[src/logic/rx_recovery_pkg.sv]
// Shared constants and types for the serial receive data recovery block
package rx_recovery_pkg;

    // Register byte offsets
    localparam logic [7:0] OFS_CTRL = 8'h00;
    localparam logic [7:0] OFS_BAUD = 8'h04;
    localparam logic [7:0] OFS_STATUS = 8'h08;
    localparam logic [7:0] OFS_DATA_LOW = 8'h0c;
    localparam logic [7:0] OFS_DATA_HIGH = 8'h10;
    localparam logic [7:0] OFS_IRQ_STAT = 8'h14;
    localparam logic [7:0] OFS_IRQ_MASK = 8'h18;

    // control_reg_two field positions
    localparam int CTRL_RX_EN_BIT = 0;
    localparam int CTRL_NINE_BIT = 1;
    localparam int CTRL_IRQ_EN_BIT = 2;
    // status_reg_one field positions
    localparam int STAT_FULL_BIT = 0;
    localparam int STAT_FRAMING_BIT = 1;
    localparam int STAT_NOISE_BIT = 2;
    // Event register positions (status and mask share the layout)
    localparam int EVT_FRAME_BIT = 0;
    localparam int EVT_FRAMING_BIT = 1;
    localparam int EVT_NOISE_BIT = 2;
    localparam int EVT_W = 3;

    // Timing
    localparam int CLK_FREQ_HZ = 200_000_000;
    localparam int DEFAULT_BAUD = 9600;
    localparam int OVERSAMPLE = 16;
    localparam logic [15:0] BAUD_DIV_RESET = 16'(CLK_FREQ_HZ / (DEFAULT_BAUD * OVERSAMPLE));

    // Oversample tick positions within one bit
    localparam logic [4:0] TICK_V1 = 5'h03;
    localparam logic [4:0] TICK_V2 = 5'h05;
    localparam logic [4:0] TICK_V3 = 5'h07;
    localparam logic [4:0] TICK_D1 = 5'h08;
    localparam logic [4:0] TICK_D3 = 5'h0a;
    localparam logic [4:0] TICK_LAST = 5'h10;

    // Data bit indices of the last data bit
    localparam logic [3:0] LAST_IDX_8 = 4'h7;
    localparam logic [3:0] LAST_IDX_9 = 4'h8;

    typedef enum logic [1:0] {
        PH_IDLE,
        PH_START,
        PH_DATA,
        PH_STOP
    } rx_phase_t;

    typedef struct packed {
        logic [15:0] count;
        logic tick;
    } div_state_t;

    typedef struct packed {
        rx_phase_t phase;
        logic [4:0] cnt;
        logic [3:0] bit_idx;
        logic [2:0] hist;
        logic [2:0] samp;
        logic [8:0] shift;
        logic last_one;
        logic frame_noise;
        logic ctrl_en;
        logic ctrl_nine;
        logic rx_irq_enable;
        logic [15:0] baud_div;
        logic [7:0] data_reg_low;
        logic ninth_rx_bit;
        logic rx_full_flag;
        logic framing_error_flag;
        logic noise_flag;
        logic clear_armed;
        logic [EVT_W-1:0] irq_stat;
        logic [EVT_W-1:0] irq_mask;
        logic [31:0] prdata;
        logic pready;
        logic pslverr;
        logic irq;
    } rx_state_t;

    function automatic logic maj3(input logic [2:0] v);
        return (v[0] & v[1]) | (v[0] & v[2]) | (v[1] & v[2]);
    endfunction

    function automatic logic [1:0] ones3(input logic [2:0] v);
        return {1'b0, v[0]} + {1'b0, v[1]} + {1'b0, v[2]};
    endfunction

endpackage

[src/logic/baud_tick_gen.sv]
// Oversample tick divider: one-cycle pulse every div clock cycles
`timescale 1ns/1ps
`default_nettype none
module baud_tick_gen
    import rx_recovery_pkg::*;
#(
    parameter int DIV_W = 16
) (
    input wire logic clk,
    input wire logic rst_n,
    input wire logic [DIV_W-1:0] div,
    output logic tick
);

    div_state_t st_ff;
    div_state_t nxt_st;

    always_comb begin
        nxt_st = st_ff;
        nxt_st.tick = 1'b0;
        // Zero divisor stops the tick
        if (div == '0) begin
            nxt_st.count = '0;
        end else if (st_ff.count >= 16'(div - 1'b1)) begin
            nxt_st.count = '0;
            nxt_st.tick = 1'b1;
        end else begin
            nxt_st.count = st_ff.count + 16'h0001;
        end
    end

    always_ff @(posedge clk or negedge rst_n) begin
        if (!rst_n) begin
            st_ff <= '0;
        end else begin
            st_ff <= nxt_st;
        end
    end

    assign tick = st_ff.tick;

endmodule // baud_tick_gen
`default_nettype wire

[src/logic/rx_recovery.sv]
// Serial receiver data recovery with APB registers and interrupt
//
// The APB slave port and the address map were chosen for this implementation.
`timescale 1ns/1ps
`default_nettype none
module rx_recovery
    import rx_recovery_pkg::*;
(
    input wire logic CLK,
    input wire logic RST_N,
    input wire logic RXD,
    input wire logic PSEL,
    input wire logic PENABLE,
    input wire logic PWRITE,
    input wire logic [7:0] PADDR,
    input wire logic [31:0] PWDATA,
    input wire logic [3:0] PSTRB,
    output logic [31:0] PRDATA,
    output logic PREADY,
    output logic PSLVERR,
    output logic IRQ
);

    rx_state_t st_ff;
    rx_state_t nxt_st;
    logic tick;

    baud_tick_gen #(
        .DIV_W(16)
    ) u_tick (
        .clk(CLK),
        .rst_n(RST_N),
        .div(st_ff.baud_div),
        .tick(tick)
    );

    logic acc_first;
    logic acc_done;
    logic rd_done;
    logic wr_done;
    logic mapped;
    logic [31:0] rd_val;
    logic s;
    logic fall;
    logic [4:0] c;
    logic [2:0] v;
    logic bit_val;
    logic unequal;
    logic frame_done;
    logic new_framing;
    logic new_noise;
    logic is_break;
    logic [3:0] last_idx;
    logic [7:0] rx_low;
    logic rx_ninth;
    logic clr_flags;
    logic [EVT_W-1:0] evt_set;
    logic [EVT_W-1:0] evt_clr;
    logic full_irq;
    logic evt_irq;

    always_comb begin
        nxt_st = st_ff;
        // Bus decode terms
        acc_first = PSEL & PENABLE & ~st_ff.pready;
        acc_done = PSEL & PENABLE & st_ff.pready;
        rd_done = acc_done & ~PWRITE;
        wr_done = acc_done & PWRITE & ~st_ff.pslverr;
        mapped = 1'b1;
        rd_val = 32'h0000_0000;
        // Receiver terms; the line is sampled on ticks only
        s = RXD;
        fall = ~s & (&st_ff.hist);
        c = st_ff.cnt + 5'h01;
        v = {st_ff.samp[1:0], s};
        bit_val = maj3(v);
        unequal = (v != 3'h0) && (v != 3'h7);
        frame_done = 1'b0;
        new_framing = 1'b0;
        new_noise = 1'b0;
        is_break = 1'b0;
        last_idx = st_ff.ctrl_nine ? LAST_IDX_9 : LAST_IDX_8;
        rx_low = 8'h00;
        rx_ninth = 1'b0;
        clr_flags = 1'b0;
        evt_set = '0;
        evt_clr = '0;
        full_irq = 1'b0;
        evt_irq = 1'b0;

        // Register read mux, answered one cycle into the access phase
        unique case (PADDR)
            OFS_CTRL: begin
                rd_val[CTRL_RX_EN_BIT] = st_ff.ctrl_en;
                rd_val[CTRL_NINE_BIT] = st_ff.ctrl_nine;
                rd_val[CTRL_IRQ_EN_BIT] = st_ff.rx_irq_enable;
            end
            OFS_BAUD: begin
                rd_val[15:0] = st_ff.baud_div;
            end
            OFS_STATUS: begin
                rd_val[STAT_FULL_BIT] = st_ff.rx_full_flag;
                rd_val[STAT_FRAMING_BIT] = st_ff.framing_error_flag;
                rd_val[STAT_NOISE_BIT] = st_ff.noise_flag;
            end
            OFS_DATA_LOW: begin
                rd_val[7:0] = st_ff.data_reg_low;
            end
            OFS_DATA_HIGH: begin
                rd_val[0] = st_ff.ninth_rx_bit;
            end
            OFS_IRQ_STAT: begin
                rd_val[EVT_W-1:0] = st_ff.irq_stat;
            end
            OFS_IRQ_MASK: begin
                rd_val[EVT_W-1:0] = st_ff.irq_mask;
            end
            default: begin
                mapped = 1'b0;
            end
        endcase

        // One wait state: ready follows the first access cycle
        nxt_st.pready = acc_first;
        if (acc_first) begin
            nxt_st.prdata = PWRITE ? 32'h0000_0000 : rd_val;
            nxt_st.pslverr = ~mapped;
        end else if (acc_done) begin
            nxt_st.pslverr = 1'b0;
        end

        // Writes take effect at the completing edge only
        if (wr_done && PSTRB[0]) begin
            unique case (PADDR)
                OFS_CTRL: begin
                    nxt_st.ctrl_en = PWDATA[CTRL_RX_EN_BIT];
                    nxt_st.ctrl_nine = PWDATA[CTRL_NINE_BIT];
                    nxt_st.rx_irq_enable = PWDATA[CTRL_IRQ_EN_BIT];
                end
                OFS_BAUD: begin
                    nxt_st.baud_div[7:0] = PWDATA[7:0];
                end
                OFS_IRQ_STAT: begin
                    evt_clr = PWDATA[EVT_W-1:0];
                end
                OFS_IRQ_MASK: begin
                    nxt_st.irq_mask = PWDATA[EVT_W-1:0];
                end
                default: begin
                end
            endcase
        end
        // Upper divisor byte on lane one
        if (wr_done && PSTRB[1] && PADDR == OFS_BAUD) begin
            nxt_st.baud_div[15:8] = PWDATA[15:8];
        end

        // Two-step flag clear: status read while full, then data low read
        if (rd_done && PADDR == OFS_STATUS && st_ff.rx_full_flag) begin
            nxt_st.clear_armed = 1'b1;
        end
        if (rd_done && PADDR == OFS_DATA_LOW) begin
            clr_flags = st_ff.clear_armed;
            nxt_st.clear_armed = 1'b0;
        end

        // Receiver; disabling aborts a frame but keeps flags
        if (!st_ff.ctrl_en) begin
            // Cleared history needs three high ticks after enable
            nxt_st.phase = PH_IDLE;
            nxt_st.cnt = 5'h00;
            nxt_st.hist = 3'h0;
            nxt_st.frame_noise = 1'b0;
        end else if (tick) begin
            nxt_st.hist = {st_ff.hist[1:0], s};
            nxt_st.cnt = c;
            unique case (st_ff.phase)
                // Hunt for a low sample after three highs
                PH_IDLE: begin
                    nxt_st.cnt = 5'h00;
                    nxt_st.frame_noise = 1'b0;
                    if (fall) begin
                        nxt_st.phase = PH_START;
                        nxt_st.cnt = 5'h01;
                        nxt_st.samp = 3'h0;
                    end
                end

                // Verify at 3, 5, 7; ticks 8 to 10 only report noise
                PH_START: begin
                    if (c == TICK_V1 || c == TICK_V2 || c == TICK_V3 ||
                        (c >= TICK_D1 && c <= TICK_D3)) begin
                        nxt_st.samp = v;
                    end
                    // Two or more highs: false start, silent restart
                    if (c == TICK_V3) begin
                        if (ones3(v) > 2'd1) begin
                            nxt_st.phase = PH_IDLE;
                            nxt_st.cnt = 5'h00;
                        end else if (ones3(v) == 2'd1) begin
                            nxt_st.frame_noise = 1'b1;
                        end
                    end
                    if (c == TICK_D3 && v != 3'h0) begin
                        nxt_st.frame_noise = 1'b1;
                    end
                    if (c == TICK_LAST) begin
                        nxt_st.phase = PH_DATA;
                        nxt_st.cnt = 5'h00;
                        nxt_st.bit_idx = 4'h0;
                        nxt_st.last_one = 1'b0;
                    end
                end

                // Majority of ticks 8, 9, 10 decides each bit
                PH_DATA: begin
                    if (c >= TICK_D1 && c <= TICK_D3) begin
                        nxt_st.samp = v;
                    end
                    if (c == TICK_D3) begin
                        // LSB first, entering at the top
                        nxt_st.shift = {bit_val, st_ff.shift[8:1]};
                        nxt_st.last_one = bit_val;
                        if (unequal) begin
                            nxt_st.frame_noise = 1'b1;
                        end
                    end
                    // Realign on a one-to-zero edge outside the sample window
                    if (fall && st_ff.last_one && (c < TICK_D1 || c > TICK_D3)) begin
                        nxt_st.cnt = 5'h01;
                        nxt_st.last_one = 1'b0;
                        if (c > TICK_D3) begin
                            if (st_ff.bit_idx == last_idx) begin
                                nxt_st.phase = PH_STOP;
                            end else begin
                                nxt_st.bit_idx = st_ff.bit_idx + 4'h1;
                            end
                        end
                    end else if (c == TICK_LAST) begin
                        nxt_st.cnt = 5'h00;
                        if (st_ff.bit_idx == last_idx) begin
                            nxt_st.phase = PH_STOP;
                        end else begin
                            nxt_st.bit_idx = st_ff.bit_idx + 4'h1;
                        end
                    end
                end

                // Stop slot decides framing and ends the frame
                PH_STOP: begin
                    if (c >= TICK_D1 && c <= TICK_D3) begin
                        nxt_st.samp = v;
                    end
                    if (c == TICK_D3) begin
                        frame_done = 1'b1;
                        new_framing = ~bit_val;
                        new_noise = st_ff.frame_noise | unequal;
                        nxt_st.phase = PH_IDLE;
                        nxt_st.cnt = 5'h00;
                        nxt_st.frame_noise = 1'b0;
                    end
                end
                default: begin
                    nxt_st.phase = PH_IDLE;
                end
            endcase
        end

        // Data portion of the shift register, by character length
        if (st_ff.ctrl_nine) begin
            rx_low = st_ff.shift[7:0];
            rx_ninth = st_ff.shift[8];
        end else begin
            rx_low = st_ff.shift[8:1];
            rx_ninth = 1'b0;
        end
        // Break: all-zero data with a low stop slot
        is_break = new_framing && rx_low == 8'h00 && !rx_ninth;

        // Flags collect until the two-step clear
        if (clr_flags) begin
            nxt_st.rx_full_flag = 1'b0;
            nxt_st.framing_error_flag = 1'b0;
            nxt_st.noise_flag = 1'b0;
        end

        // A completing frame wins over a same-cycle clear
        if (frame_done) begin
            nxt_st.data_reg_low = is_break ? 8'h00 : rx_low;
            nxt_st.ninth_rx_bit = is_break ? 1'b0 : rx_ninth;
            nxt_st.rx_full_flag = 1'b1;
            nxt_st.framing_error_flag = nxt_st.framing_error_flag | new_framing;
            nxt_st.noise_flag = nxt_st.noise_flag | new_noise;
            // Any completion drops a pending clear
            nxt_st.clear_armed = 1'b0;
            evt_set[EVT_FRAME_BIT] = 1'b1;
            evt_set[EVT_FRAMING_BIT] = new_framing;
            evt_set[EVT_NOISE_BIT] = new_noise;
        end
        // Set wins over a same-cycle write-one clear
        nxt_st.irq_stat = (st_ff.irq_stat & ~evt_clr) | evt_set;
        // Interrupt level follows the next flag values
        full_irq = nxt_st.rx_full_flag & nxt_st.rx_irq_enable;
        evt_irq = |(nxt_st.irq_stat & nxt_st.irq_mask);
        nxt_st.irq = full_irq | evt_irq;
    end

    always_ff @(posedge CLK or negedge RST_N) begin
        if (!RST_N) begin
            // Receiver off, divisor at its default rate
            st_ff <= '0;
            st_ff.phase <= PH_IDLE;
            st_ff.baud_div <= BAUD_DIV_RESET;
        end else begin
            st_ff <= nxt_st;
        end
    end

    // Outputs straight from the state register
    assign PRDATA = st_ff.prdata;
    assign PREADY = st_ff.pready;
    assign PSLVERR = st_ff.pslverr;
    assign IRQ = st_ff.irq;

endmodule // rx_recovery
`default_nettype wire

[config.mk]
export PLATFORM = sky130hd
export DESIGN_NAME = rx_recovery
export DESIGN_NICKNAME = d
export VERILOG_FILES = /design/src/logic/rx_recovery_pkg.sv /design/src/logic/baud_tick_gen.sv /design/src/logic/rx_recovery.sv
export SDC_FILE = /design/constraint.sdc
export NUM_CORES = 1
export LEC_CHECK = 0
export BUFFER_PORTS_ARGS = -buffer_cell sky130_fd_sc_hd__buf_2
export CAP_MARGIN = 20
export CORE_MARGIN = 1
export CORE_UTILIZATION = 53
export DETAILED_ROUTE_END_ITERATION = 8
export GPL_TIMING_DRIVEN = 0
export PLACE_DENSITY = 0.74
export SYNTH_ARGS = -nofsm -noshare
export SYNTH_HDL_FRONTEND = slang
export SYNTH_HIERARCHICAL = 1
export SYNTH_SLANG_ARGS = --single-unit
[constraint.sdc]
create_clock -name CLK -period 9.8 [get_ports CLK]
set_clock_uncertainty 0.2 [all_clocks]
set_input_delay 0.49 -clock CLK [delete_from_list [all_inputs] [get_ports CLK]]
set_output_delay 0.49 -clock CLK [all_outputs]
set_load 0.005 [all_outputs]
==> run metrics <==
status=finished clean; CTS tree=done; post-layout util=63.1%; initial antenna violation count=0; Post-CTS Setup Inserts=0; Min-Delay Path Class=in2reg; Worst Tran Pin Value=0.707 ns; pin count of the biggest net entering global routing=67; most frequent cells after synthesis=dfrtp_1 (96), nand2_1 (53), mux2_2 (38), buf_4 (33), nor2_1 (31); sequential area share after synthesis=41.2%; Clock Path Buffers=2; DRT iter0 DRCs=272; gr ovfl total=0; placed cell area=6650 um2; # clock sinks=101; Setup TNS=0 ns; Leak Pwr=3.45 nW; Inserted Clock Buffers=9; first-pass GRT wire length=21200 um; main combinational cell family by area after synthesis=simple AND/OR/NAND/NOR gates; synthesized area per cell=10.3 um2; vias=4656; Slew headroom=52.7%; Max VDD drop=105 uV; core area=11100 um2; Req. time, crit path=9.88 ns; H-tree depth=3; critical-path cell list=inv_1 > ha_1 > or4b_4 > or3_4 > nor3_1 > xnor2_1 > ha_1 > nand4_1 > nor3_1 > a221oi_1 > nand4_4 > buf_12 > nor2_2; Max Cap Violations=0; Crit path largest cell delay=0.50 ns; Pre-antenna DRT Iters=7; crit end category=register; FF+latch count, synth=101; FILL cells=911; drt total wl=13100 um; top cells by area, synth=dfrtp_1 (39%), mux2_2 (7.0%), ha_1 (5.7%), buf_4 (4.0%), nand2_1 (3.2%); All-Layer GR Usage=22.9%; fin crit period=3.73 ns; clk slew on worst S/H paths=0.07 ns; die height=110 um; Final Cell Area=6990 um2; n_diodes=0; Distinct cells, synth=85; Net count, final=752; startpoint types=register; crit-path max FO=10; Compound-Gate Fraction of Synth Area=13.3%; vias per inst=5.69; FMAX=0.268 GHz; most common cell in the synthesized netlist=dfrtp_1; I/O pin count=85; period utilization=38.0%; synthesized cell area=6140 um2; Arrival @ worst endpoint=3.81 ns; sequential cell area=2530 um2; crit path kind=reg2reg; Primary FF master, synth=dfrtp_1; clk root buf=clkbuf_16; Post-synth EDFFs=0; Synth area leader=dfrtp_1; Area Overhead vs Synth=13.7%; unrepaired setup endpoints after global routing=false; port bufs=48; Die ar.=12000 um2; Finish-stage setup viols=0; GP Congestion=0.868; mux cell area share after synthesis=9.84%; max-slew violations=0; Synth Area in Simple Gates=17.9%; # DRC=0; Initial Util=55.5%; Ys Warns=6; num rows=38; Slowest cell on crit path=or4b_4; post-route ant nets=0; PD cells=122 nW/um2; post-synthesis instance total=597; asr flop ratio synth=100%; Hold Violations, Final=0; layout cells sized above 1=27.4%; Synth Area in Adders=6.03%; Synth top area share=39.1%; XOR/XNOR Fraction of Synth Area=4.42%; multi-input logic area=3220 um2; Die X=110 um; DP HPWL=9810 um; Worst-Skew Late Latency=0.34 ns; vias in the first global route=4445; Routed wire per std cell=16.0 um
==> metrics by stage <==
stage / cells / hold WS, ns / total power [mW] / worst slack, ns
3_3_place_gp: 800 / 0.259 / 0.466 / 6.20
3_5_place_dp: 801 / 0.263 / 0.468 / 6.08
2_1_floorplan: 612 / -0.00559 / 0.447 / 6.43
6_report: 818 / 0.174 / 0.853 / 6.07
4_1_cts: 818 / 0.169 / 0.862 / 6.06
5_1_grt: 818 / 0.167 / 0.883 / 5.84
==> final cells by class <==
class | instances | share of cell area [%]
Buffer | 54 | 5.25
Inverter | 21 | 1.13
Timing Repair Buffer | 50 | 4.01
Clock buffer | 10 | 3.42
Clock inverter | 6 | 1.34
Multi-Input combinational cell | 436 | 46.1
Tap cell | 140 | 2.51
Sequential cell | 101 | 36.3
==> layer usage <==
| metal | GRT usage (%) | wire length [um] |
|---|---|---|
| met5 | 0 | 0 |
| met1 | 28.6 | 5680 |
| met4 | 6.29 | 133 |
| met3 | 4.62 | 622 |
| met2 | 40.3 | 6660 |
==> where the power goes <==
part	switching (mW)	internal, mW
combinational	0.0231	0.0177
clock	0.160	0.233
sequential	0.00147	0.418
==> state kept, by name (all words and copies together), names as in the netlist <==
register / flops
IRQ: 1
PRDATA: 16
PREADY: 1
PSLVERR: 1
st_ff: 65
u_tick/st_ff: 16
u_tick/tick: 1
==> repair_timing <==
action / 4_1_cts / 5_1_grt
hold buffers: 1 / 0
endpoints found under the hold margin: 32 / 0
resized for setup: 0 / 0
setup endpoints to repair: 0 / 0
==> cell usage in the layout (no fill, tap or decap), types with 14 or more instances in the layout <==
cell type / n
o21ai_0: 22
inv_1: 20
conb_1: 16
a21oi_1: 15
xor2_1: 16
ha_1: 28
buf_4: 34
dfrtp_1: 96
nor3_1: 14
nand2_1: 53
a22o_1: 14
mux2i_1: 15
buf_2: 54
xnor2_1: 15
nor2_1: 31
mux2_2: 38
==> cell families after synthesis <==
logic type,count (synthesis)
AND/OR/NAND/NOR,197
AO/OA/AOI/OAI,108
flip-flops,101
buffers and inverters,75
multiplexers,55
XOR/XNOR,31
adder cells (fa/ha/maj),29
other,1
==> path summary, 6_finish.rpt <==
path | startpoint | to | slack [ns] | cells after the start
worst max-delay path | st_ff[54]$_DFFE_PN0P_ | u_tick/st_ff[9]$_DFF_PN0_ | 6.07 | 13
min in group asynchronous | RST_N | u_tick/st_ff[14]$_DFF_PN0_ | 0.45 | 2
max in group asynchronous | RST_N | st_ff[55]$_DFFE_PN1P_ | 8.23 | 3
worst min-delay path | PWDATA[15] | st_ff[69]$_DFFE_PN0P_ | 0.17 | 2
worst max register to register | st_ff[54]$_DFFE_PN0P_ | u_tick/st_ff[9]$_DFF_PN0_ | 6.07 | 13
worst min register to register | st_ff[43]$_DFF_PN0_ | st_ff[43]$_DFF_PN0_ | 0.27 | 1
==> worst max-delay path: cells and delay by family, from the launching register on <==
| kind | cells | cell delay, ns |
|---|---|---|
| AO/OA/AOI/OAI | 1 | 0.47 |
| XOR/XNOR | 1 | 0.16 |
| adder cells (fa/ha/maj) | 2 | 0.45 |
| buffers and inverters | 2 | 0.31 |
| flip-flops | 1 | 0.41 |
| AND/OR/NAND/NOR | 7 | 1.65 |
Power figures use the tool's default switching activity.
